==> config.mk <==
export PLATFORM = sky130hd
export DESIGN_NAME = noa_oscillator
export DESIGN_NICKNAME = d
export VERILOG_FILES = /design/src/verilog/noa_pkg.sv /design/src/verilog/noa_oscillator.sv
export VERILOG_INCLUDE_DIRS = /design/src /design/src/verilog
export SDC_FILE = /design/constraint.sdc
export NUM_CORES = 1
export LEC_CHECK = 0
export ABC_AREA = 1
export BUFFER_PORTS_ARGS = -buffer_cell sky130_fd_sc_hd__buf_2
export CAP_MARGIN = 20
export CORE_ASPECT_RATIO = 1.2
export CORE_MARGIN = 2
export CORE_UTILIZATION = 60
export DETAILED_ROUTE_END_ITERATION = 6
export PLACE_DENSITY_LB_ADDON = 0.12
export SETUP_SLACK_MARGIN = 0.02
export SYNTH_ARGS = -nofsm -noshare
export SYNTH_HDL_FRONTEND = slang
export SYNTH_SLANG_ARGS = --single-unit
==> constraint.sdc <==
create_clock -name clk -period 5.16 [get_ports clk]
set_input_delay 0.516 -clock clk [delete_from_list [all_inputs] [get_ports clk]]
set_output_delay 0.516 -clock clk [all_outputs]
set_load 0.02 [all_outputs]
==> src/verilog/noa_map.svh <==
`ifndef NOA_MAP_SVH
`define NOA_MAP_SVH

// ----------------------------------------------------------------------
// Register offsets
// ----------------------------------------------------------------------
`define NOA_ADDR_CONTROL    8'h00
`define NOA_ADDR_CLOCK_CTRL 8'h01
`define NOA_ADDR_INC_LOW    8'h02
`define NOA_ADDR_INC_HIGH   8'h03
`define NOA_ADDR_INC_UPPER  8'h04
`define NOA_ADDR_IRQ_FLAG   8'h05
`define NOA_ADDR_IRQ_ENABLE 8'h06

// ----------------------------------------------------------------------
// Reset values
// ----------------------------------------------------------------------
`define NOA_RESET_BYTE      8'h00
`define NOA_RESET_INC       20'h00000

// ----------------------------------------------------------------------
// Field positions
// ----------------------------------------------------------------------
`define NOA_CTRL_ENABLE_BIT 7
`define NOA_CTRL_OUT_BIT    5
`define NOA_CTRL_POL_BIT    4
`define NOA_CTRL_PFM_BIT    0
`define NOA_FLAG_OVF_BIT    0
`define NOA_IE_OVF_BIT      0
`define NOA_IE_PERIPH_BIT   6
`define NOA_IE_GLOBAL_BIT   7

// ----------------------------------------------------------------------
// Codes and write masks
// ----------------------------------------------------------------------
`define NOA_HFINT_CODE      4'h0
`define NOA_CTRL_WR_MASK    8'h91
`define NOA_CLK_WR_MASK     8'hef
`define NOA_IE_WR_MASK      8'hc1

`endif

==> src/verilog/noa_pkg.sv <==
package noa_pkg;

	typedef struct packed {
		logic       module_enable;
		logic       rsv6;
		logic       output_state;
		logic       output_polarity;
		logic [2:0] rsv3_1;
		logic       pulse_mode_select;
	} noa_control_t;

	typedef struct packed {
		logic [2:0] pulse_width_select;
		logic       rsv4;
		logic [3:0] clock_source_select;
	} noa_clock_ctrl_t;

	typedef struct packed {
		logic       global_irq_enable;
		logic       peripheral_irq_enable;
		logic [4:0] rsv5_1;
		logic       overflow_irq_enable;
	} noa_irq_enable_t;

	typedef enum logic [1:0] {
		NOA_PF_IDLE   = 2'b01,
		NOA_PF_ACTIVE = 2'b10
	} noa_pf_state_t;

	typedef enum logic [2:0] {
		NOA_LD_IDLE   = 3'b001,
		NOA_LD_FIRST  = 3'b010,
		NOA_LD_SECOND = 3'b100
	} noa_load_state_t;

endpackage : noa_pkg

==> src/verilog/noa_oscillator.sv <==
// The address-and-strobe port and the address map are this design's own decisions.
`timescale 1ns/1ps
`include "noa_map.svh"

// Contract
// Each selected source edge adds the active increment to the accumulator.
// Increment is 20 bits in low, high and upper byte registers.
// Software writes upper and high before low while enabled.
// Low write while enabled loads buffers on second source edge.
// Increment registers are read/write, double-buffered by hidden buffers.
// While disabled, increment writes reach the buffers at once.
// Fixed-duty mode toggles output on every overflow.
// Control bit 0 clear selects fixed-duty, set selects pulse mode.
// Pulse mode: active on next source edge after overflow, for width.
// Pulse width field sits in clock control bits 7 to 5.
// Width is two to the field value source periods, 1 to 128.
// Width longer than overflow interval keeps the output active.
// Polarity bit 4 inverts the final output when set.
// Polarity change with interrupts enabled raises the interrupt flag.
// Final output feeds logic cells, waveform generator, timers, clock out.
// Every overflow sets the overflow interrupt flag.
// Interrupt event needs module, overflow, peripheral and global enables.
// Software clears the flag; hardware never clears it.
// Any reset clears every register to zero.
// Runs from its source clock, independent of system sleep.
// Enabled with internal fast oscillator selected keeps it alive in sleep.
// Control bit 5 is read-only and shows the present output.
// Control bit 7 enables the oscillator.
// Clock control bits 3 to 0 choose the source clock.
// Accumulator is 20 bits; its carry is the raw overflow.
// Accumulator keeps the sum modulo two to the twentieth.

module noa_oscillator #(
	parameter int NUM_SOURCES = 11
) (
	input  wire logic                   clk,
	input  wire logic                   reset,
	input  wire logic [7:0]             addr,
	input  wire logic [7:0]             wdata,
	input  wire logic                   write_strobe,
	input  wire logic                   read_strobe,
	output logic      [7:0]             rdata,
	input  wire logic [NUM_SOURCES-1:0] source_clock,
	output logic                        oscillator_output,
	output logic                        overflow_irq_event,
	output logic                        high_freq_osc_hold
);

	// ------------------------------------------------------------------
	// Elaboration check
	// ------------------------------------------------------------------
	if (NUM_SOURCES < 1 || NUM_SOURCES > 16) begin : g_bad_sources
		$error("NUM_SOURCES must lie in 1 to 16");
	end

	// ------------------------------------------------------------------
	// Functions
	// ------------------------------------------------------------------
	function automatic logic [7:0] width_periods(input logic [2:0] sel);
		width_periods = 8'h01 << sel;
	endfunction : width_periods

	function automatic logic addr_hit(input logic [7:0] a,
		input logic [7:0] target);
		addr_hit = (a == target);
	endfunction : addr_hit

	// ------------------------------------------------------------------
	// State
	// ------------------------------------------------------------------
	noa_pkg::noa_control_t    control;
	noa_pkg::noa_clock_ctrl_t clock_ctrl;
	noa_pkg::noa_irq_enable_t irq_enable;
	noa_pkg::noa_pf_state_t   pf_state;
	noa_pkg::noa_pf_state_t   next_pf_state;
	noa_pkg::noa_load_state_t load_state;
	noa_pkg::noa_load_state_t next_load_state;

	logic [7:0]             increment_low;
	logic [7:0]             increment_high;
	logic [7:0]             increment_upper;
	logic [19:0]            increment_buffer;
	logic [19:0]            accumulator;
	logic                   overflow_irq_flag;
	logic                   fdc_toggle;
	logic                   carry_pending;
	logic [7:0]             width_count;
	logic [7:0]             next_width_count;
	logic [NUM_SOURCES-1:0] sync_1;
	logic [NUM_SOURCES-1:0] sync_2;
	logic [NUM_SOURCES-1:0] sync_3;
	logic [NUM_SOURCES-1:0] source_level;
	logic                   selected_prev;

	// ------------------------------------------------------------------
	// Register decode
	// ------------------------------------------------------------------
	wire wr_control  = write_strobe && addr_hit(addr, `NOA_ADDR_CONTROL);
	wire wr_clock    = write_strobe && addr_hit(addr, `NOA_ADDR_CLOCK_CTRL);
	wire wr_inc_low  = write_strobe && addr_hit(addr, `NOA_ADDR_INC_LOW);
	wire wr_inc_high = write_strobe && addr_hit(addr, `NOA_ADDR_INC_HIGH);
	wire wr_inc_up   = write_strobe && addr_hit(addr, `NOA_ADDR_INC_UPPER);
	wire wr_flag     = write_strobe && addr_hit(addr, `NOA_ADDR_IRQ_FLAG);
	wire wr_irq_en   = write_strobe && addr_hit(addr, `NOA_ADDR_IRQ_ENABLE);
	wire wr_any_inc  = wr_inc_low || wr_inc_high || wr_inc_up;

	wire       enabled  = control.module_enable;
	wire       pol      = control.output_polarity;
	wire       pfm      = control.pulse_mode_select;
	wire [2:0] pws      = clock_ctrl.pulse_width_select;
	wire [3:0] cks      = clock_ctrl.clock_source_select;

	wire [7:0] next_inc_low   = wr_inc_low  ? wdata : increment_low;
	wire [7:0] next_inc_high  = wr_inc_high ? wdata : increment_high;
	wire [7:0] next_inc_upper = wr_inc_up   ? wdata : increment_upper;
	wire [19:0] next_inc_word = {next_inc_upper[3:0], next_inc_high,
		next_inc_low};

	// ------------------------------------------------------------------
	// Source clock selection and edge detection
	// ------------------------------------------------------------------
	// A level counts only once the second and third stages agree;
	// while they differ the last accepted level holds.
	wire [NUM_SOURCES-1:0] stages_agree      = sync_2 ~^ sync_3;
	wire [NUM_SOURCES-1:0] next_source_level =
		(source_level & ~stages_agree) | (sync_3 & stages_agree);
	// Reserved codes select nothing, so the accumulator stands still.
	wire source_valid   = ({28'h0000000, cks} < NUM_SOURCES);
	wire selected_level = source_valid && source_level[cks];
	wire source_tick    = selected_level && !selected_prev;
	wire active_tick    = source_tick && enabled;

	// ------------------------------------------------------------------
	// Adder
	// ------------------------------------------------------------------
	wire [20:0] sum         = {1'b0, accumulator} + {1'b0, increment_buffer};
	wire        carry_tick  = active_tick && sum[20];

	// ------------------------------------------------------------------
	// Interrupt flag
	// ------------------------------------------------------------------
	wire irqs_open  = irq_enable.overflow_irq_enable &&
		irq_enable.peripheral_irq_enable && irq_enable.global_irq_enable;
	// A polarity flip is an output transition even while stopped.
	wire pol_change = wr_control &&
		(wdata[`NOA_CTRL_POL_BIT] != pol) && irqs_open;
	wire flag_set   = carry_tick || pol_change;
	// Hardware set wins over a software clear in the same cycle.
	wire next_flag  = flag_set ? 1'b1 :
		(wr_flag ? wdata[`NOA_FLAG_OVF_BIT] : overflow_irq_flag);

	// ------------------------------------------------------------------
	// Pulse mode sequencing
	// ------------------------------------------------------------------
	// Width is counted in source ticks, not system clocks.
	always_comb begin
		next_pf_state    = pf_state;
		next_width_count = width_count;
		case (pf_state)
			noa_pkg::NOA_PF_IDLE: begin
				if (active_tick && carry_pending) begin
					next_pf_state    = noa_pkg::NOA_PF_ACTIVE;
					next_width_count = width_periods(pws);
				end
			end
			noa_pkg::NOA_PF_ACTIVE: begin
				if (active_tick && carry_pending) begin
					// A fresh overflow restarts the width: output holds.
					next_width_count = width_periods(pws);
				end else if (active_tick && width_count <= 8'h01) begin
					next_pf_state    = noa_pkg::NOA_PF_IDLE;
					next_width_count = 8'h00;
				end else if (active_tick) begin
					next_width_count = width_count - 8'h01;
				end
			end
			default: begin
				next_pf_state    = noa_pkg::NOA_PF_IDLE;
				next_width_count = 8'h00;
			end
		endcase
		if (!enabled) begin
			next_pf_state    = noa_pkg::NOA_PF_IDLE;
			next_width_count = 8'h00;
		end
	end

	// ------------------------------------------------------------------
	// Increment buffer load sequencing
	// ------------------------------------------------------------------
	always_comb begin
		next_load_state = load_state;
		case (load_state)
			noa_pkg::NOA_LD_IDLE: begin
			end
			noa_pkg::NOA_LD_FIRST: begin
				if (source_tick) begin
					next_load_state = noa_pkg::NOA_LD_SECOND;
				end
			end
			noa_pkg::NOA_LD_SECOND: begin
				if (source_tick) begin
					next_load_state = noa_pkg::NOA_LD_IDLE;
				end
			end
			default: begin
				next_load_state = noa_pkg::NOA_LD_IDLE;
			end
		endcase
		// Toggling the enable drops any pending delayed load.
		if (enabled && wr_inc_low) begin
			next_load_state = noa_pkg::NOA_LD_FIRST;
		end else if (!enabled) begin
			next_load_state = noa_pkg::NOA_LD_IDLE;
		end
	end

	wire load_delayed = (load_state == noa_pkg::NOA_LD_SECOND) &&
		source_tick && enabled && !wr_inc_low;
	wire load_now     = !enabled && wr_any_inc;
	wire [19:0] next_buffer = load_now ? next_inc_word :
		(load_delayed ? next_inc_word : increment_buffer);

	// ------------------------------------------------------------------
	// Output path
	// ------------------------------------------------------------------
	// While stopped raw is 0, so the output shows the polarity.
	wire raw_output  = pfm ? (pf_state == noa_pkg::NOA_PF_ACTIVE)
		: fdc_toggle;
	wire next_output = raw_output ^ pol;

	// ------------------------------------------------------------------
	// Read mux
	// ------------------------------------------------------------------
	wire [7:0] control_view = {enabled, 1'b0, oscillator_output, pol,
		3'b000, pfm};
	wire [7:0] read_value =
		addr_hit(addr, `NOA_ADDR_CONTROL)    ? control_view :
		addr_hit(addr, `NOA_ADDR_CLOCK_CTRL) ? clock_ctrl :
		addr_hit(addr, `NOA_ADDR_INC_LOW)    ? increment_low :
		addr_hit(addr, `NOA_ADDR_INC_HIGH)   ? increment_high :
		addr_hit(addr, `NOA_ADDR_INC_UPPER)  ? increment_upper :
		addr_hit(addr, `NOA_ADDR_IRQ_FLAG)   ? {7'h00, overflow_irq_flag} :
		addr_hit(addr, `NOA_ADDR_IRQ_ENABLE) ? irq_enable :
		`NOA_RESET_BYTE;

	// ------------------------------------------------------------------
	// Registers
	// ------------------------------------------------------------------
	always_ff @(posedge clk or posedge reset) begin
		if (reset) begin
			control         <= `NOA_RESET_BYTE;
			clock_ctrl      <= `NOA_RESET_BYTE;
			irq_enable      <= `NOA_RESET_BYTE;
			increment_low   <= `NOA_RESET_BYTE;
			increment_high  <= `NOA_RESET_BYTE;
			increment_upper <= `NOA_RESET_BYTE;
			rdata           <= `NOA_RESET_BYTE;
		end else begin
			// Masks keep reserved and read-only bits at zero.
			if (wr_control) begin
				control <= wdata & `NOA_CTRL_WR_MASK;
			end
			if (wr_clock) begin
				clock_ctrl <= wdata & `NOA_CLK_WR_MASK;
			end
			if (wr_irq_en) begin
				irq_enable <= wdata & `NOA_IE_WR_MASK;
			end
			increment_low   <= next_inc_low;
			increment_high  <= next_inc_high;
			increment_upper <= {4'h0, next_inc_upper[3:0]};
			// Read data stand one cycle only, then fall back to zero.
			rdata           <= read_strobe ? read_value : `NOA_RESET_BYTE;
		end
	end

	always_ff @(posedge clk or posedge reset) begin
		if (reset) begin
			sync_1        <= '0;
			sync_2        <= '0;
			sync_3        <= '0;
			source_level  <= '0;
			selected_prev <= 1'b0;
		end else begin
			// Only the second stage reads the first one.
			sync_1        <= source_clock;
			sync_2        <= sync_1;
			sync_3        <= sync_2;
			source_level  <= next_source_level;
			selected_prev <= selected_level;
		end
	end

	always_ff @(posedge clk or posedge reset) begin
		if (reset) begin
			increment_buffer <= `NOA_RESET_INC;
			accumulator      <= `NOA_RESET_INC;
			load_state       <= noa_pkg::NOA_LD_IDLE;
		end else begin
			increment_buffer <= next_buffer;
			load_state       <= next_load_state;
			// Holds while stopped; enabling resumes from the old phase.
			if (active_tick) begin
				accumulator <= sum[19:0];
			end
		end
	end

	always_ff @(posedge clk or posedge reset) begin
		if (reset) begin
			fdc_toggle    <= 1'b0;
			carry_pending <= 1'b0;
			pf_state      <= noa_pkg::NOA_PF_IDLE;
			width_count   <= 8'h00;
		end else begin
			pf_state    <= next_pf_state;
			width_count <= next_width_count;
			if (!enabled) begin
				fdc_toggle    <= 1'b0;
				carry_pending <= 1'b0;
			end else if (active_tick) begin
				fdc_toggle    <= fdc_toggle ^ sum[20];
				carry_pending <= sum[20];
			end
		end
	end

	always_ff @(posedge clk or posedge reset) begin
		if (reset) begin
			overflow_irq_flag  <= 1'b0;
			oscillator_output  <= 1'b0;
			overflow_irq_event <= 1'b0;
			high_freq_osc_hold <= 1'b0;
		end else begin
			overflow_irq_flag  <= next_flag;
			// One output serves all internal consumers.
			oscillator_output  <= next_output;
			overflow_irq_event <= next_flag && enabled && irqs_open;
			high_freq_osc_hold <= enabled &&
				(cks == `NOA_HFINT_CODE);
		end
	end

endmodule : noa_oscillator

Yosys cells after proc, flatten, opt, wreduce, memory -nomap -nowiden. Cells that the tools add are included.

Output and inout bits: 11. Register bits after elaboration: 145.

Bitwise logic cells: 7. Mux-type cells: 38. Reduce and logical (&&, ||, !) cells: 37. Add/sub/neg operators: 2. Equality and inequality tests: 20. Shift-type cells: 1. Magnitude comparators: 3.

Operator list (count): $mux W8 (15); $mux W20 (2); $logic_and A1 B1 Y1 (25); $eq A8 B3 Y1 const B (3); $and A11 B11 Y11 (2); $add A20 B20 Y21 (1); $eq A8 B2 Y1 const B (2); $pmux W8 S2 (1); $mux W3 (4); $ne A3 B3 Y1 const B (4); $not A11 Y11 (1); $or A11 B11 Y11 (1); $xnor A11 B11 Y11 (1); $pmux W3 S3 (1); $eq A8 B1 Y1 const B (1); $le A8 B1 Y1 const B (1); $logic_not A8 Y1 (1); $mux W1 (8); $mux W2 (4); $ne A4 B4 Y1 const B (2); $shl A1 B3 Y8 const A (1); $sub A8 B1 Y8 const B (1); $reduce_and A3 Y1 (2); $lt A4 B5 Y1 const B (1); other kinds (18) (23).

Depth between registers and ports, before layout.
Depth after elaboration: 10. Gate-level depth with buffers: 14.

Worst setup path after synthesis. Ideal clock, no wire load.

Path type: register -> register. Start: reg increment_buffer[0]. End: reg accumulator[12]. Data arrival time: 1.769 ns. Path buffers: 0. Path slack: 3.274 ns. Clock period less this slack: 1.886 ns. Cell stages (with the launch flop): 10. Cell sequence: dfrtp_1 -> ha_1 -> fa_1 -> a21oi_1 -> o21ai_0 -> nand2_1 -> nand2_1 -> xor2_1 -> nand2_1 -> nand2_1.

Longest elaborated chain between the ends: 1.

Ends and longest elaborated chain: start, declared (line noa_oscillator.sv:82) `logic [19:0] increment_buffer;`; start signal, assigned (line noa_oscillator.sv:297) `` increment_buffer <= `NOA_RESET_INC; ``; start signal, assigned (line noa_oscillator.sv:301) `increment_buffer <= next_buffer;`; $add A20 B20 Y21 (line noa_oscillator.sv:136) `wire [20:0] sum = {1'b0, accumulator} + {1'b0, increment_buffer};`; end signal, assigned (line noa_oscillator.sv:298) `` accumulator <= `NOA_RESET_INC; ``; end signal, assigned (line noa_oscillator.sv:305) `accumulator <= sum[19:0];`; end, declared (line noa_oscillator.sv:83) `logic [19:0] accumulator;`.

Every way passes these cells. A chain may end at the register's enable or synchronous reset.

Worst setup path after layout.
Start: reg clock_ctrl (netlist bit cks[1]). End: reg increment_buffer[1].

Longest elaborated chain between the ends: 8. Elaborated cells between the ends (all ways): 9. Those cells by class: order compare: 1; mux: 2; reduce/logical: 6.

Ends and longest elaborated chain: start, declared (line noa_oscillator.sv:72) `noa_pkg::noa_clock_ctrl_t clock_ctrl;`; start signal, assigned (line noa_oscillator.sv:253) `` clock_ctrl <= `NOA_RESET_BYTE; ``; start signal, assigned (line noa_oscillator.sv:265) `` clock_ctrl <= wdata & `NOA_CLK_WR_MASK; ``; $bmux W1 S4 (line noa_oscillator.sv:129) `wire selected_level = source_valid && source_level[cks];`; $mux W1 (not written as such) (line noa_oscillator.sv:129); $logic_and A1 B1 Y1 * (line noa_oscillator.sv:129); named net selected_level (line noa_oscillator.sv:129); $logic_and A1 B1 Y1 * (line noa_oscillator.sv:130) `wire source_tick = selected_level && !selected_prev;`; $logic_and A1 B1 Y1 * (line noa_oscillator.sv:218) `wire load_delayed = (load_state == noa_pkg::NOA_LD_SECOND) &&`; $logic_and A1 B1 Y1 * (2 in a row) (line noa_oscillator.sv:219) `source_tick && enabled && !wr_inc_low;`; $reduce_bool A2 Y1 (no source line) *.

Mark *: on every way through the listed nets, which the timed path passes. The rest lies on a longest branch. The select of a mux whose other input is x is not followed.

==> impl_metrics.py <==
metrics = {
    "synthesis": {
        "synth_seq_cells": 145,
        "yosys-top-cells-area": "dfrtp_1 49%, nand2_1 13%, inv_1 4.8%, ha_1 4.1%, o21ai_0 4.1%",
        "synthFlopType": "dfrtp_1",
        "netlist_instances": 846,
        "netlist.top_cell.by_area": "dfrtp_1",
        "syn_area_mm2": 0.00726,
        "synth_top_area_share_pct": 49.3,
        "syn_nets": 902,
        "syn_area_per_cell_um2": 8.58,
        "yosysSeqAreaShare_pct": 50.0,
        "yosysWarningCount": 0,
        "async_flop_share_pct": 100,
        "ys_types": 50,
        "synth-edff-count": 0,
    },
    "timing": {
        "max_freq_mhz": 390,
        "period_share_pct": 49.6,
        "setup_viol": 0,
        "rsz0062_at_grt": "false",
        "tightest_slew_ns": 0.843,
        "slew_viol_final": 0,
        "finalWorstSetupSlack_ns": 2.60,
        "hold_violations": 0,
        "slew_headroom_pct": 43.8,
        "fin_crit_ns": 2.56,
        "finalClockSkew_ns": 0.00812,
        "tns_ns": 0,
    },
    "pwr": {
        "internal_power_w": 0.00250,
        "vdd_drop_max_mv": 0.279,
        "clockPowerShare_pct": 30.0,
        "comb_power_share_pct": 35.3,
        "swShare_pct": 37.6,
        "powerDensity_mw_per_mm2": 490,
        "p_switching_w": 0.00150,
        "leakagePower_nw": 4.09,
        "seqPwrFrac_pct": 34.7,
    },
    "floorplan": {
        "design.die.area_mm2": 0.0130,
        "core_mm2": 0.0119,
        "start_util_pct": 60.7,
        "die_w_um": 104,
        "rows": 44,
        "die_h_um": 124,
        "pin_count": 42,
    },
    "cells_and_area": {
        "multi_input_area_mm2": 0.00315,
        "ff_latch_area_mm2": 0.00363,
        "drive_gt1_share_pct": 13.7,
        "fin_nets": 948,
        "fillers": 958,
        "areaGrowthSynthToFinish_pct": 12.7,
    },
    "critical_path": {
        "critical_path.max_fanout": 34,
        "crit_arrival_ns": 2.92,
        "critical_path.endpoint_type": "flip-flop",
        "required_ns": 5.52,
        "start_kind": "flip-flop",
        "ff2ff_path_depth": 12,
        "crit_type": "reg -> reg",
    },
    "routing": {
        "dr.first_iter.drc_count": 348,
        "wl_per_cell_um": 16.3,
        "first_pass_iters": 5,
        "drt-total-wl_mm": 17.4,
        "avgViaCountPerCell": 5.42,
        "ant_nets": 0,
        "vias": 5779,
        "drc": 0,
    },
    "cts": {
        "root_buffer": "clkbuf_16",
        "cts.htree.levels": 4,
        "holdBufCountCts": 0,
        "clk_pin_slew_worst_paths_ns": 0.07,
        "cts_tree": "built",
        "cts_sinks": 145,
        "post_cts_buffers": 0,
        "cts_resized": 0,
        "insertion_delay_ns": 0.43,
        "cts_buffers": 17,
        "cts_buffer_depth": 2,
    },
    "status": {
        "outcome": "completed",
    },
    "placed_design": {
        "gp_congestion": 0.940,
        "dpl.hpwl_mm": 12.6,
        "dp_slack_ns": 2.38,
        "io_buffer_count": 41,
    },
    "worst_hold_path": {
        "hp-class": "in -> reg",
        "holdPathStages": 1,
    },
    "grt": {
        "grt_usage_pct": 28.6,
        "grt_max_degree": 99,
        "overflow": 0,
        "grt_pass1_wl_mm": 29.0,
        "grt_pass1_vias": 5986,
        "antenna_found_initial": 1,
    },
    "run": {
        "max-cap-violations": 0,
    },
}
worst max-delay path: stages, from the launching register on:
cell and delay (ns):
dfrtp_1 0.44, inv_1 0.16, nor2_1 0.07, nor2_1 0.09, nand3_1 0.13, nand3_4 0.21
nand3_4 0.34, inv_4 0.29, nand2_2 0.09, o21ai_4 0.23, buf_16 0.25, nand2_1 0.10
o21ai_2 0.07
per-stage QoR:
step	utilization [%]	instances	power (W)	cell area [um^2]	hold slack (ns)
2_1_floorplan	-	846	0.00246	7260	0.331
3_3_place_gp	63.3	1033	0.00278	7570	0.333
3_5_place_dp	63.3	1033	0.00281	7570	0.336
4_1_cts	68.2	1065	0.00401	8140	0.182
5_1_grt	68.4	1066	0.00429	8170	0.186
6_report	68.4	1067	0.00400	8170	0.188
final timing paths:
check | from | end | slack, ns
max in group asynchronous | reset | load_state[1] | 3.74
max | cks[1] | increment_buffer[1] | 2.60
min in group asynchronous | reset | sync_1[3] | 0.23
max reg2reg | cks[1] | increment_buffer[1] | 2.60
min reg2reg | sync_1[1] | sync_2[1] | 0.35
min | source_clock[7] | sync_1[7] | 0.19
power by group through the flow:
stage	registers (W)	clock network (W)	logic, W
6_report	0.00139	0.00120	0.00141
5_1_grt	0.00141	0.00127	0.00161
4_1_cts	0.00139	0.00121	0.00141
3_5_place_dp	0.00141	0	0.00140
3_3_place_gp	0.00140	0	0.00138
2_1_floorplan	0.00138	0	0.00108
routing by layer:
metal,global-route usage [%],vias to the layer above,wire length (um)
met5,0,-,0
met4,14.5,0,825
met3,5.55,55,491
met2,50.4,117,8950
met1,32.8,2768,7120
li1,-,2839,-
layout make-up:
type                       count  area share (%)
antenna                        1          0.0306
clock buffer                  20            5.59
clock inverter                12            1.47
inverter                      98            4.59
multi-input combinational    587            38.5
sequential                   145            44.4
tap                          161            2.46
timing repair buffer          43            2.94
kinds of logic (layout without fill, tap and decap cells):
logic type / count (synthesis) / count (layout) / synth area share, %
adder cells (fa/ha/maj): 36 / 36 / 5.93
flip-flops: 145 / 145 / 50.0
XOR/XNOR: 22 / 22 / 2.66
other: 0 / 1 / 0
AND/OR/NAND/NOR: 390 / 390 / 23.2
AO/OA/AOI/OAI: 139 / 139 / 11.5
buffers and inverters: 114 / 173 / 6.59
state kept, by name (all words and copies together) (netlist names), 2 cells and up, named ones only:
name              count
accumulator          20
cks                   4
increment_buffer     20
increment_high        8
increment_low         8
increment_upper       4
irq_enable            3
load_state            3
pf_state              2
pws                   3
rdata                 8
sync_1               11
sync_2               11
sync_3               11
width_count           8
layout by cell type, fill, tap and decap left out, drive strengths merged, types with 2 or more instances in the layout:
cell        n
maj3       11
buf        43
a21o        2
ha         24
or2         3
clkinvlp    2
inv       103
a41oi       3
dfstp       2
xor2       10
a21oi      31
nor3       19
o211ai      2
a221oi      2
nand3b      2
clkinv      4
xnor2      12
nor4        3
nand4      10
clkbuf     20
nand3      39
nand2     256
nor2       54
o21ai      94
dfrtp     143
synth_stat cells, types with 2 or more instances:
| library cell | n |
|---|---|
| a221oi_1 | 2 |
| a21o_1 | 2 |
| xor2_1 | 10 |
| nand3_4 | 2 |
| buf_6 | 5 |
| ha_1 | 24 |
| inv_1 | 93 |
| nor2_4 | 2 |
| nand3_2 | 2 |
| nor4_1 | 3 |
| nand4_1 | 8 |
| or2_2 | 2 |
| nand2_1 | 253 |
| clkbuf_1 | 5 |
| nor2_2 | 2 |
| a41oi_1 | 3 |
| nand2_2 | 3 |
| o21ai_0 | 59 |
| dfstp_2 | 2 |
| a21oi_1 | 30 |
| nand3b_1 | 2 |
| inv_2 | 4 |
| xnor2_1 | 12 |
| maj3_1 | 11 |
| nand3_1 | 35 |
| nor2_1 | 50 |
| o21ai_1 | 11 |
| buf_2 | 5 |
| o211ai_1 | 2 |
| o21ai_2 | 23 |
| nor3_1 | 18 |
| dfrtp_1 | 143 |
No activity file was read; power rests on OpenSTA's default activity.
